### src/flash_host_defs.svh
// Offsets, command codes, status fields and timing counts of the flash host controller
`ifndef FLASH_HOST_DEFS_SVH
`define FLASH_HOST_DEFS_SVH

// Host register word offsets (byte addresses)
`define REG_CTRL        12'h000
`define REG_ADDR        12'h004
`define REG_WDATA       12'h008
`define REG_STATUS      12'h00c
`define REG_RDATA       12'h010
`define REG_FLASH_SR    12'h014

// Control register fields
`define CTRL_GO_BIT     0
`define CTRL_OP_LSB     4
`define CTRL_OP_MSB     7
`define CTRL_PD_BIT     8

// Host status fields
`define ST_BUSY_BIT     0
`define ST_RYBY_BIT     1
`define ST_DONE_BIT     2

// Device command codes
`define CMD_READ_ARRAY  8'hff
`define CMD_IDENT       8'h90
`define CMD_READ_STATUS 8'h70
`define CMD_CLEAR_STAT  8'h50
`define CMD_ERASE_SETUP 8'h20
`define CMD_CONFIRM     8'hd0
`define CMD_SUSPEND     8'hb0
`define CMD_WRITE_SETUP 8'h40
`define CMD_WRITE_ALT   8'h10

// Identifier addresses
`define ID_MAKER_ADDR   20'h00000
`define ID_PART_ADDR    20'h00001

// Device status bits
`define SR_READY_BIT    7
`define SR_SUSP_BIT     6
`define SR_ERASE_BIT    5
`define SR_PROG_BIT     4
`define SR_SUPPLY_BIT   3
`define SR_RSVD_MASK    8'hf8

// Pin timing
`define T_STROBE_NS     70
`define CLK_NS          10
`define STROBE_CYC      ((`T_STROBE_NS + `CLK_NS - 1) / `CLK_NS)

`endif

### src/flash_host_pkg.sv
// Types of the flash host controller
package flash_host_pkg;
    // Host operation codes written to the control register
    typedef enum logic [3:0] {
        OP_READ_ARRAY  = 4'h0,
        OP_READ_ID     = 4'h1,
        OP_READ_STATUS = 4'h2,
        OP_CLEAR       = 4'h3,
        OP_ERASE       = 4'h4,
        OP_PROGRAM     = 4'h5,
        OP_SUSPEND     = 4'h6,
        OP_RESUME      = 4'h7,
        OP_PROGRAM_ALT = 4'h8
    } host_op_t;

    // Pin cycle kinds
    typedef enum logic [1:0] {
        CYC_WRITE = 2'h1,
        CYC_READ  = 2'h2
    } cyc_kind_t;

    // Sequencer states
    typedef enum logic [3:0] {
        S_IDLE  = 4'b0001,
        S_CYC1  = 4'b0010,
        S_CYC2  = 4'b0100,
        S_WAIT  = 4'b1000
    } seq_state_t;
endpackage : flash_host_pkg

### src/flash_host_ctrl.sv
// Flash command host controller: AHB-Lite registers driving the flash pins
`include "flash_host_defs.svh"
module flash_host_ctrl
    import flash_host_pkg::*;
#(
    parameter int STROBE = `STROBE_CYC
) (
    input  wire logic        hclk,
    input  wire logic        hresetn,
    input  wire logic        hsel,
    input  wire logic [31:0] haddr,
    input  wire logic [1:0]  htrans,
    input  wire logic        hwrite,
    input  wire logic [2:0]  hsize,
    input  wire logic [31:0] hwdata,
    input  wire logic        hready,
    output logic             hreadyout,
    output logic             hresp,
    output logic [31:0]      hrdata,
    output logic             flash_ce_n,
    output logic             flash_oe_n,
    output logic             flash_we_n,
    output logic             powerdown_n,
    output logic [19:0]      flash_addr,
    output logic [7:0]       flash_dq_o,
    output logic             flash_dq_oe,
    input  wire logic [7:0]  flash_dq_i,
    input  wire logic        ready_busy_pin
);
    // Bus address phase capture
    logic        wr_pend_q, wr_pend_d, rd_pend_q;
    logic [11:0] aoff_q, aoff_d;
    logic        addr_ok;
    assign addr_ok = hsel & hready & htrans[1];

    // Software registers
    logic [3:0]  op_q, op_d;
    logic        pd_q, pd_d;
    logic [19:0] tgt_q, tgt_d;
    logic [7:0]  wd_q, wd_d;
    logic [7:0]  rd_q, rd_d;
    logic [7:0]  fsr_q, fsr_d;
    logic        done_q, done_d;
    logic        go;

    // Sequencer
    seq_state_t  st_q, st_d;
    logic        start;
    cyc_kind_t   kind;
    logic [19:0] cyc_addr;
    logic [7:0]  cyc_data;
    logic        cyc_done;
    logic [7:0]  cyc_rdata;
    logic        kind_was_read_q, kind_was_read_d;

    // Ready/busy pin synchroniser
    logic rb1_q, rb2_q;

    // Bus phase tracking
    always_comb begin
        wr_pend_d = addr_ok & hwrite;
        aoff_d = addr_ok ? haddr[11:0] : aoff_q;
    end

    assign go = wr_pend_q && aoff_q == `REG_CTRL && hwdata[`CTRL_GO_BIT] && st_q == S_IDLE;

    // Command and operand choice per operation
    always_comb begin
        kind = CYC_WRITE;
        cyc_addr = tgt_q;
        cyc_data = `CMD_READ_ARRAY;
        case (st_q)
            S_CYC1: begin
                case (host_op_t'(op_q))
                    OP_READ_ARRAY:  cyc_data = `CMD_READ_ARRAY;
                    OP_READ_ID:     cyc_data = `CMD_IDENT;
                    OP_READ_STATUS: cyc_data = `CMD_READ_STATUS;
                    OP_CLEAR:       cyc_data = `CMD_CLEAR_STAT;
                    OP_ERASE:       cyc_data = `CMD_ERASE_SETUP;
                    OP_PROGRAM:     cyc_data = `CMD_WRITE_SETUP;
                    OP_PROGRAM_ALT: cyc_data = `CMD_WRITE_ALT;
                    OP_SUSPEND:     cyc_data = `CMD_SUSPEND;
                    OP_RESUME:      cyc_data = `CMD_CONFIRM;
                    default:        cyc_data = `CMD_READ_STATUS;
                endcase
            end
            S_CYC2: begin
                case (host_op_t'(op_q))
                    OP_ERASE:       cyc_data = `CMD_CONFIRM;
                    OP_PROGRAM, OP_PROGRAM_ALT: cyc_data = wd_q;
                    default:        kind = CYC_READ;
                endcase
            end
            default: ;
        endcase
    end

    // Sequencer and register next values
    always_comb begin
        st_d = st_q;
        start = 1'b0;
        op_d = op_q;
        pd_d = pd_q;
        tgt_d = tgt_q;
        wd_d = wd_q;
        rd_d = rd_q;
        fsr_d = fsr_q;
        done_d = done_q;
        if (wr_pend_q) begin
            case (aoff_q)
                `REG_CTRL: begin
                    pd_d = hwdata[`CTRL_PD_BIT];
                    if (go) begin
                        op_d = hwdata[`CTRL_OP_MSB:`CTRL_OP_LSB];
                        done_d = 1'b0;
                    end
                end
                `REG_ADDR:   tgt_d = hwdata[19:0];
                `REG_WDATA:  wd_d = hwdata[7:0];
                `REG_STATUS: if (hwdata[`ST_DONE_BIT]) done_d = 1'b0;
                default: ;
            endcase
        end
        case (st_q)
            S_IDLE: if (go) st_d = S_CYC1;
            S_CYC1: begin
                start = 1'b1;
                st_d = S_WAIT;
            end
            S_WAIT: begin
                if (cyc_done) begin
                    case (host_op_t'(op_q))
                        OP_ERASE, OP_PROGRAM, OP_PROGRAM_ALT, OP_READ_ID, OP_READ_STATUS: begin
                            st_d = S_CYC2;
                            op_d = op_q;
                        end
                        default: begin
                            st_d = S_IDLE;
                            done_d = 1'b1;
                        end
                    endcase
                end
            end
            S_CYC2: begin
                start = 1'b1;
                st_d = S_IDLE;
                // Second cycle finishes via the done wait below
                st_d = S_WAIT;
                op_d = 4'hf;
            end
            default: st_d = S_IDLE;
        endcase
        // Completion of the second cycle (op marked finished)
        if (st_q == S_WAIT && cyc_done && op_q == 4'hf) begin
            st_d = S_IDLE;
            done_d = 1'b1;
        end
        if (st_q == S_WAIT && cyc_done && op_q == 4'hf && kind_was_read_q) begin
            rd_d = cyc_rdata;
            fsr_d = cyc_rdata & `SR_RSVD_MASK;
        end
        if (!pd_q) begin
            fsr_d = 8'h80;
        end
    end

    // Remember whether the second cycle reads
    always_comb begin
        kind_was_read_d = kind_was_read_q;
        if (st_q == S_CYC2) kind_was_read_d = (kind == CYC_READ);
    end

    always_ff @(posedge hclk or negedge hresetn) begin
        if (!hresetn) begin
            wr_pend_q <= 1'b0;
            rd_pend_q <= 1'b0;
            aoff_q <= 12'h000;
            st_q <= S_IDLE;
            op_q <= 4'h0;
            pd_q <= 1'b0;
            tgt_q <= 20'h00000;
            wd_q <= 8'h00;
            rd_q <= 8'h00;
            fsr_q <= 8'h80;
            done_q <= 1'b0;
            kind_was_read_q <= 1'b0;
            rb1_q <= 1'b1;
            rb2_q <= 1'b1;
        end else begin
            wr_pend_q <= wr_pend_d;
            rd_pend_q <= addr_ok & ~hwrite;
            aoff_q <= aoff_d;
            st_q <= st_d;
            op_q <= op_d;
            pd_q <= pd_d;
            tgt_q <= tgt_d;
            wd_q <= wd_d;
            rd_q <= rd_d;
            fsr_q <= fsr_d;
            done_q <= done_d;
            kind_was_read_q <= kind_was_read_d;
            rb1_q <= ready_busy_pin;
            rb2_q <= rb1_q;
        end
    end

    // Read data mux; host status shows ready from the synchronised pin, with done and sequencer busy
    always_comb begin
        hrdata = 32'h00000000;
        if (rd_pend_q) begin
            case (aoff_q)
                `REG_CTRL:     hrdata = {23'h000000, pd_q, op_q, 4'h0};
                `REG_ADDR:     hrdata = {12'h000, tgt_q};
                `REG_WDATA:    hrdata = {24'h000000, wd_q};
                `REG_STATUS:   hrdata = {29'h00000000, done_q, rb2_q, st_q != S_IDLE};
                `REG_RDATA:    hrdata = {24'h000000, rd_q};
                `REG_FLASH_SR: hrdata = {24'h000000, fsr_q};
                default:       hrdata = 32'h00000000;
            endcase
        end
    end

    assign hreadyout = 1'b1;
    assign hresp = 1'b0;
    assign powerdown_n = pd_q;

    flash_pin_cycle #(
        .STROBE (STROBE)
    ) u_cycle (
        .hclk    (hclk),
        .hresetn (hresetn),
        .start   (start),
        .kind    (kind),
        .addr    (cyc_addr),
        .wdata   (cyc_data),
        .done    (cyc_done),
        .rdata   (cyc_rdata),
        .ce_n    (flash_ce_n),
        .oe_n    (flash_oe_n),
        .we_n    (flash_we_n),
        .a       (flash_addr),
        .dq_o    (flash_dq_o),
        .dq_oe   (flash_dq_oe),
        .dq_i    (flash_dq_i)
    );
endmodule : flash_host_ctrl

### src/flash_pin_cycle.sv
// One write or read cycle on the flash parallel pins
`include "flash_host_defs.svh"
module flash_pin_cycle
    import flash_host_pkg::*;
#(
    parameter int STROBE = `STROBE_CYC
) (
    input  wire logic        hclk,
    input  wire logic        hresetn,
    input  wire logic        start,
    input  wire cyc_kind_t   kind,
    input  wire logic [19:0] addr,
    input  wire logic [7:0]  wdata,
    output logic             done,
    output logic [7:0]       rdata,
    output logic             ce_n,
    output logic             oe_n,
    output logic             we_n,
    output logic [19:0]      a,
    output logic [7:0]       dq_o,
    output logic             dq_oe,
    input  wire logic [7:0]  dq_i
);
    typedef enum logic [2:0] {
        P_IDLE = 3'b001,
        P_LOW  = 3'b010,
        P_HIGH = 3'b100
    } pin_state_t;

    pin_state_t  st_q, st_d;
    logic [7:0]  cnt_q, cnt_d;
    logic        ce_n_q, ce_n_d, oe_n_q, oe_n_d, we_n_q, we_n_d, oe_q, oe_d;
    logic [19:0] a_q, a_d;
    logic [7:0]  dq_o_q, dq_o_d, rd_q, rd_d;
    logic [7:0]  s1_q, s2_q;
    logic        done_q, done_d;

    // Next values of the pin sequence
    always_comb begin
        st_d = st_q;
        cnt_d = cnt_q;
        ce_n_d = ce_n_q;
        oe_n_d = oe_n_q;
        we_n_d = we_n_q;
        oe_d = oe_q;
        a_d = a_q;
        dq_o_d = dq_o_q;
        rd_d = rd_q;
        done_d = 1'b0;
        case (st_q)
            P_IDLE: begin
                if (start) begin
                    st_d = P_LOW;
                    cnt_d = 8'(STROBE);
                    a_d = addr;
                    ce_n_d = 1'b0;
                    if (kind == CYC_WRITE) begin
                        we_n_d = 1'b0;
                        oe_d = 1'b1;
                        dq_o_d = wdata;
                    end else begin
                        oe_n_d = 1'b0;
                    end
                end
            end
            P_LOW: begin
                cnt_d = cnt_q - 8'h01;
                if (cnt_q == 8'h00) begin
                    // Rising write strobe latches address and data; both pins go high
                    st_d = P_HIGH;
                    cnt_d = 8'(STROBE);
                    if (!oe_n_q) rd_d = s2_q;
                    we_n_d = 1'b1;
                    oe_n_d = 1'b1;
                end
            end
            P_HIGH: begin
                cnt_d = cnt_q - 8'h01;
                if (cnt_q == 8'h00) begin
                    st_d = P_IDLE;
                    ce_n_d = 1'b1;
                    oe_d = 1'b0;
                    done_d = 1'b1;
                end
            end
            default: st_d = P_IDLE;
        endcase
    end

    // Pin and state registers
    always_ff @(posedge hclk or negedge hresetn) begin
        if (!hresetn) begin
            st_q <= P_IDLE;
            cnt_q <= 8'h00;
            ce_n_q <= 1'b1;
            oe_n_q <= 1'b1;
            we_n_q <= 1'b1;
            oe_q <= 1'b0;
            a_q <= 20'h00000;
            dq_o_q <= 8'h00;
            rd_q <= 8'h00;
            done_q <= 1'b0;
            s1_q <= 8'h00;
            s2_q <= 8'h00;
        end else begin
            st_q <= st_d;
            cnt_q <= cnt_d;
            ce_n_q <= ce_n_d;
            oe_n_q <= oe_n_d;
            we_n_q <= we_n_d;
            oe_q <= oe_d;
            a_q <= a_d;
            dq_o_q <= dq_o_d;
            rd_q <= rd_d;
            done_q <= done_d;
            s1_q <= dq_i; // Data pin synchroniser
            s2_q <= s1_q;
        end
    end

    assign done = done_q;
    assign rdata = rd_q;
    assign ce_n = ce_n_q;
    assign oe_n = oe_n_q;
    assign we_n = we_n_q;
    assign a = a_q;
    assign dq_o = dq_o_q;
    assign dq_oe = oe_q;
endmodule : flash_pin_cycle

### config.mk
export PLATFORM = sky130hd
export DESIGN_NAME = flash_host_ctrl
export DESIGN_NICKNAME = d
export VERILOG_FILES = /design/src/flash_host_pkg.sv /design/src/flash_host_ctrl.sv /design/src/flash_pin_cycle.sv
export VERILOG_INCLUDE_DIRS = /design/src /design/src/src
export SDC_FILE = /design/constraint.sdc
export NUM_CORES = 1
export LEC_CHECK = 0
export ABC_CLOCK_PERIOD_IN_PS = 2600
export BUFFER_PORTS_ARGS = -buffer_cell sky130_fd_sc_hd__buf_2
export CAP_MARGIN = 20
export CORE_MARGIN = 2
export CORE_UTILIZATION = 40
export CTS_CLUSTER_SIZE = 24
export DETAILED_ROUTE_END_ITERATION = 8
export PLACE_DENSITY = 0.73
export SLEW_MARGIN = 20
export SYNTH_ARGS = -nofsm -noshare
export SYNTH_HDL_FRONTEND = slang
export SYNTH_HIERARCHICAL = 1
export SYNTH_SLANG_ARGS = --single-unit
### constraint.sdc
create_clock -name hclk -period 2.6 [get_ports hclk]
set_input_delay 0 -clock hclk [delete_from_list [all_inputs] [get_ports hclk]]
set_output_delay 0 -clock hclk [all_outputs]
set_load 0.02 [all_outputs]
==> reports/results.ini <==
[setup_path]
cpPeakStageDelay_ns = 0.44
cpMaxStageDelayCell = nor4_4
crit_fanout = 11
worst_ep_arrival_time_ns = 2.37
path_class = flop to primary output
crit_path_start_kind = flop
worstPathRequired_ns = 2.60
cp-end-kind = primary output
crit_chain = nor4_4 -> nand4_2 -> nor4b_2 -> buf_4 -> and2_2 -> buf_2

[final_layout]
fillCellCount = 1369
stdcell_area_sq_mm = 0.00816
multi_input_area_sq_mm = 0.00273
nNetsFinal = 796
final-seq-area_sq_mm = 0.00341
mostFrequentLayoutCell = dfrtp_1
final_cell_mix = dfrtp_1 (128), buf_2 (98), nand2_1 (75)
area_growth_pct = 28.2
layout-drive-gt1-share = 0.351

[cts]
insertion_delay_ns = 0.41
cts_tree = done
cts_buffer_depth = 2
h-tree-depth = 4
cts_made_buffers = 17
cts_post_setup_buffers_inserted = 0
clkTransAtPathRegs_ns = 0.06
cts-root-buf = clkbuf_16
cts_sinks = 136

[power_and_ir_drop]
clkPwrFrac = 0.483
pwr-share-comb = 0.071
cellLeakagePower_nw = 4.04
worst_ir_drop_vdd_v = 0.000473
seqPwrFrac = 0.446
p_sw_mw = 1.17
swShare = 0.232
power_density_mw_per_mm2 = 615
p_int_mw = 3.86

[timing]
timing.hold.ws_ns = 0.131
setup-tns-final_ns = 0
maxSlewViolCount = 0
tightest_slew_ns = 0.703
maxSlewHeadroom = 0.532
setup_viol = 0
finClkSkew_ns = 0.00639
rsz0062_at_grt = false
finalCritPeriodShare = 0.912
finalCriticalPeriod_ns = 2.37
finalHoldViolCount = 0
fmax_mhz = 422

[drt]
drtIter0Drc = 259
first_pass_iters = 5
remaining_drc_errors = 0
drt-vias-per-instance = 5.04
ant_nets = 0
num_vias = 4741
wl_um = 14800
avgRoutedWirePerCell_um = 15.8

[die]
die_y_um = 130
die-area_sq_mm = 0.0169
die_x_um = 130
rows = 46
coreArea_sq_mm = 0.0157
initial_core_util = 0.405
io_pins = 150

[job]
maxCapViolCount = 0

[global_routing]
grt_antenna_before_repair = 1
grt_pass1_wl_um = 24100
track_usage = 0.186
grt-ovfl-total = 0
grt_max_degree = 77
first_global_vias = 4697

[synth]
synth-edff-count = 0
ys_seq_area_frac = 0.536
yosysWarnings = 6
synth_area_per_cell_sq_um = 11.4
synthArstFlopShare = 1.00
synth_cell_types = 67
synth_ff_type = dfrtp_1
synth_cells = 560
mappedNetlistArea_sq_mm = 0.00637
yosys_register_bits = 136

[placement]
dpl-instance-area_sq_mm = 0.00712
gp_congestion = 0.831
portBuffers = 99
dp_hpwl_um = 10000

[min_path]
hp-class = input port to asynchronous set/reset pin

[status]
status = finished, final reports clean

-- layout make-up --
type | count | area share
flip-flops and latches | 136 | 0.418
multi-input cells | 381 | 0.334
repair buffers | 163 | 0.135
clock buffers | 18 | 0.0526
well taps | 216 | 0.0331
clock inverters | 14 | 0.0213
inverters | 12 | 0.00552
diodes | 1 | 0.000307
-- cells in the mapped netlist, types with 3 or more instances --
cell type / number / area (sq um)
a21o_1: 7 / 52.6
a21oi_1: 19 / 95.1
a22oi_1: 9 / 67.6
a31oi_1: 3 / 18.8
and2_1: 5 / 31.3
and2_2: 10 / 75.1
and3_1: 3 / 18.8
buf_2: 5 / 25.0
buf_4: 14 / 105
buf_6: 5 / 56.3
clkbuf_1: 17 / 63.8
dfrtp_1: 128 / 3200
dfstp_2: 8 / 210
inv_1: 12 / 45.0
mux2_1: 8 / 90.1
mux2_2: 57 / 642
mux2_4: 8 / 120
mux2i_1: 11 / 110
nand2_1: 75 / 282
nand3_1: 21 / 105
nand4_1: 3 / 18.8
nor2_1: 27 / 101
nor2b_1: 15 / 93.8
nor3_1: 3 / 15.0
nor3b_1: 4 / 30.0
nor3b_2: 3 / 37.5
nor4_1: 3 / 18.8
nor4b_1: 4 / 35.0
o211ai_1: 6 / 45.0
o21a_1: 5 / 37.5
o21ai_0: 9 / 45.0
o22ai_1: 4 / 25.0
o31ai_1: 3 / 22.5
xor2_1: 3 / 26.3
-- final timing paths --
check | slack [ns] | depth (start not counted) | from | end
worst min-delay path | 0.13 | 2 | hresetn | cyc_addr[10]
worst min register to register | 0.35 | 0 | u_cycle/s1_q[0] | u_cycle/s2_q[0]
max in group asynchronous | 1.63 | 3 | hresetn | u_cycle/st_q[0]
worst max-delay path | 0.23 | 6 | aoff_q[9] | hrdata[13]
min in group hclk | 0.23 | 2 | flash_dq_i[1] | u_cycle/s1_q[1]
worst max register to register | 0.25 | 6 | st_q[3] | u_cycle/dq_o[5]
-- registers in the layout, indices dropped and copies added (netlist names), 3 cells and up --
signal / cells
cyc_addr: 20
u_cycle/a: 20
aoff_q: 12
rd_q: 8
u_cycle/cnt_q: 8
u_cycle/dq_o: 8
u_cycle/rdata: 8
u_cycle/s1_q: 8
u_cycle/s2_q: 8
wd_q: 8
fsr_q: 5
op_q: 4
st_q: 4
u_cycle/st_q: 3
-- cells by family after synthesis --
| kind of cell | after synthesis | synth area share |
|---|---|---|
| flip-flops | 136 | 0.536 |
| AO/OA/AOI/OAI | 78 | 0.0837 |
| buffers and inverters | 55 | 0.0477 |
| adder cells (fa/ha/maj) | 2 | 0.00393 |
| other | 2 | 0.00118 |
| multiplexers | 84 | 0.151 |
| AND/OR/NAND/NOR | 200 | 0.172 |
| XOR/XNOR | 3 | 0.00413 |
-- power groups by stage --
stage / logic [mW] / registers (mW) / clock network, mW
final: 0.355 / 2.24 / 2.43
after global routing: 0.388 / 2.25 / 2.59
after CTS: 0.351 / 2.24 / 2.49
after detailed placement: 0.300 / 2.28 / 0
after global placement: 0.295 / 2.27 / 0
after floorplan: 0.205 / 2.25 / 0
-- per-stage QoR --
stage / setup WS, ns / cells / util / total power [mW]
after detailed placement: 0.139 / 865 / 0.453 / 2.58
after floorplan: 0.156 / 572 / - / 2.45
final: 0.228 / 941 / 0.520 / 5.02
after global routing: 0.0452 / 941 / 0.520 / 5.23
after global placement: 0.192 / 865 / 0.453 / 2.57
after CTS: 0.130 / 940 / 0.519 / 5.08
-- timing repair --
item,CTS,global route
hold buffers,43,0
resized for setup,0,1
setup endpoints to repair,0,2
endpoints found under the hold margin,118,0
-- metal layers --
metal	global-route usage	vias to the layer above	wire, um
met5	0	-	0
met4	0.0791	0	363
met3	0.0426	29	670
met2	0.307	121	7470
met1	0.236	2347	6330
li1	-	2244	-
-- critical path: cells and delay by family (launching register included) --
| family | cells | cell delay, ns |
|---|---|---|
| simple gates | 4 | 1.18 |
| flops | 1 | 0.41 |
| buf+inv | 2 | 0.37 |
Note: power is estimated with default switching activity, not from simulation.
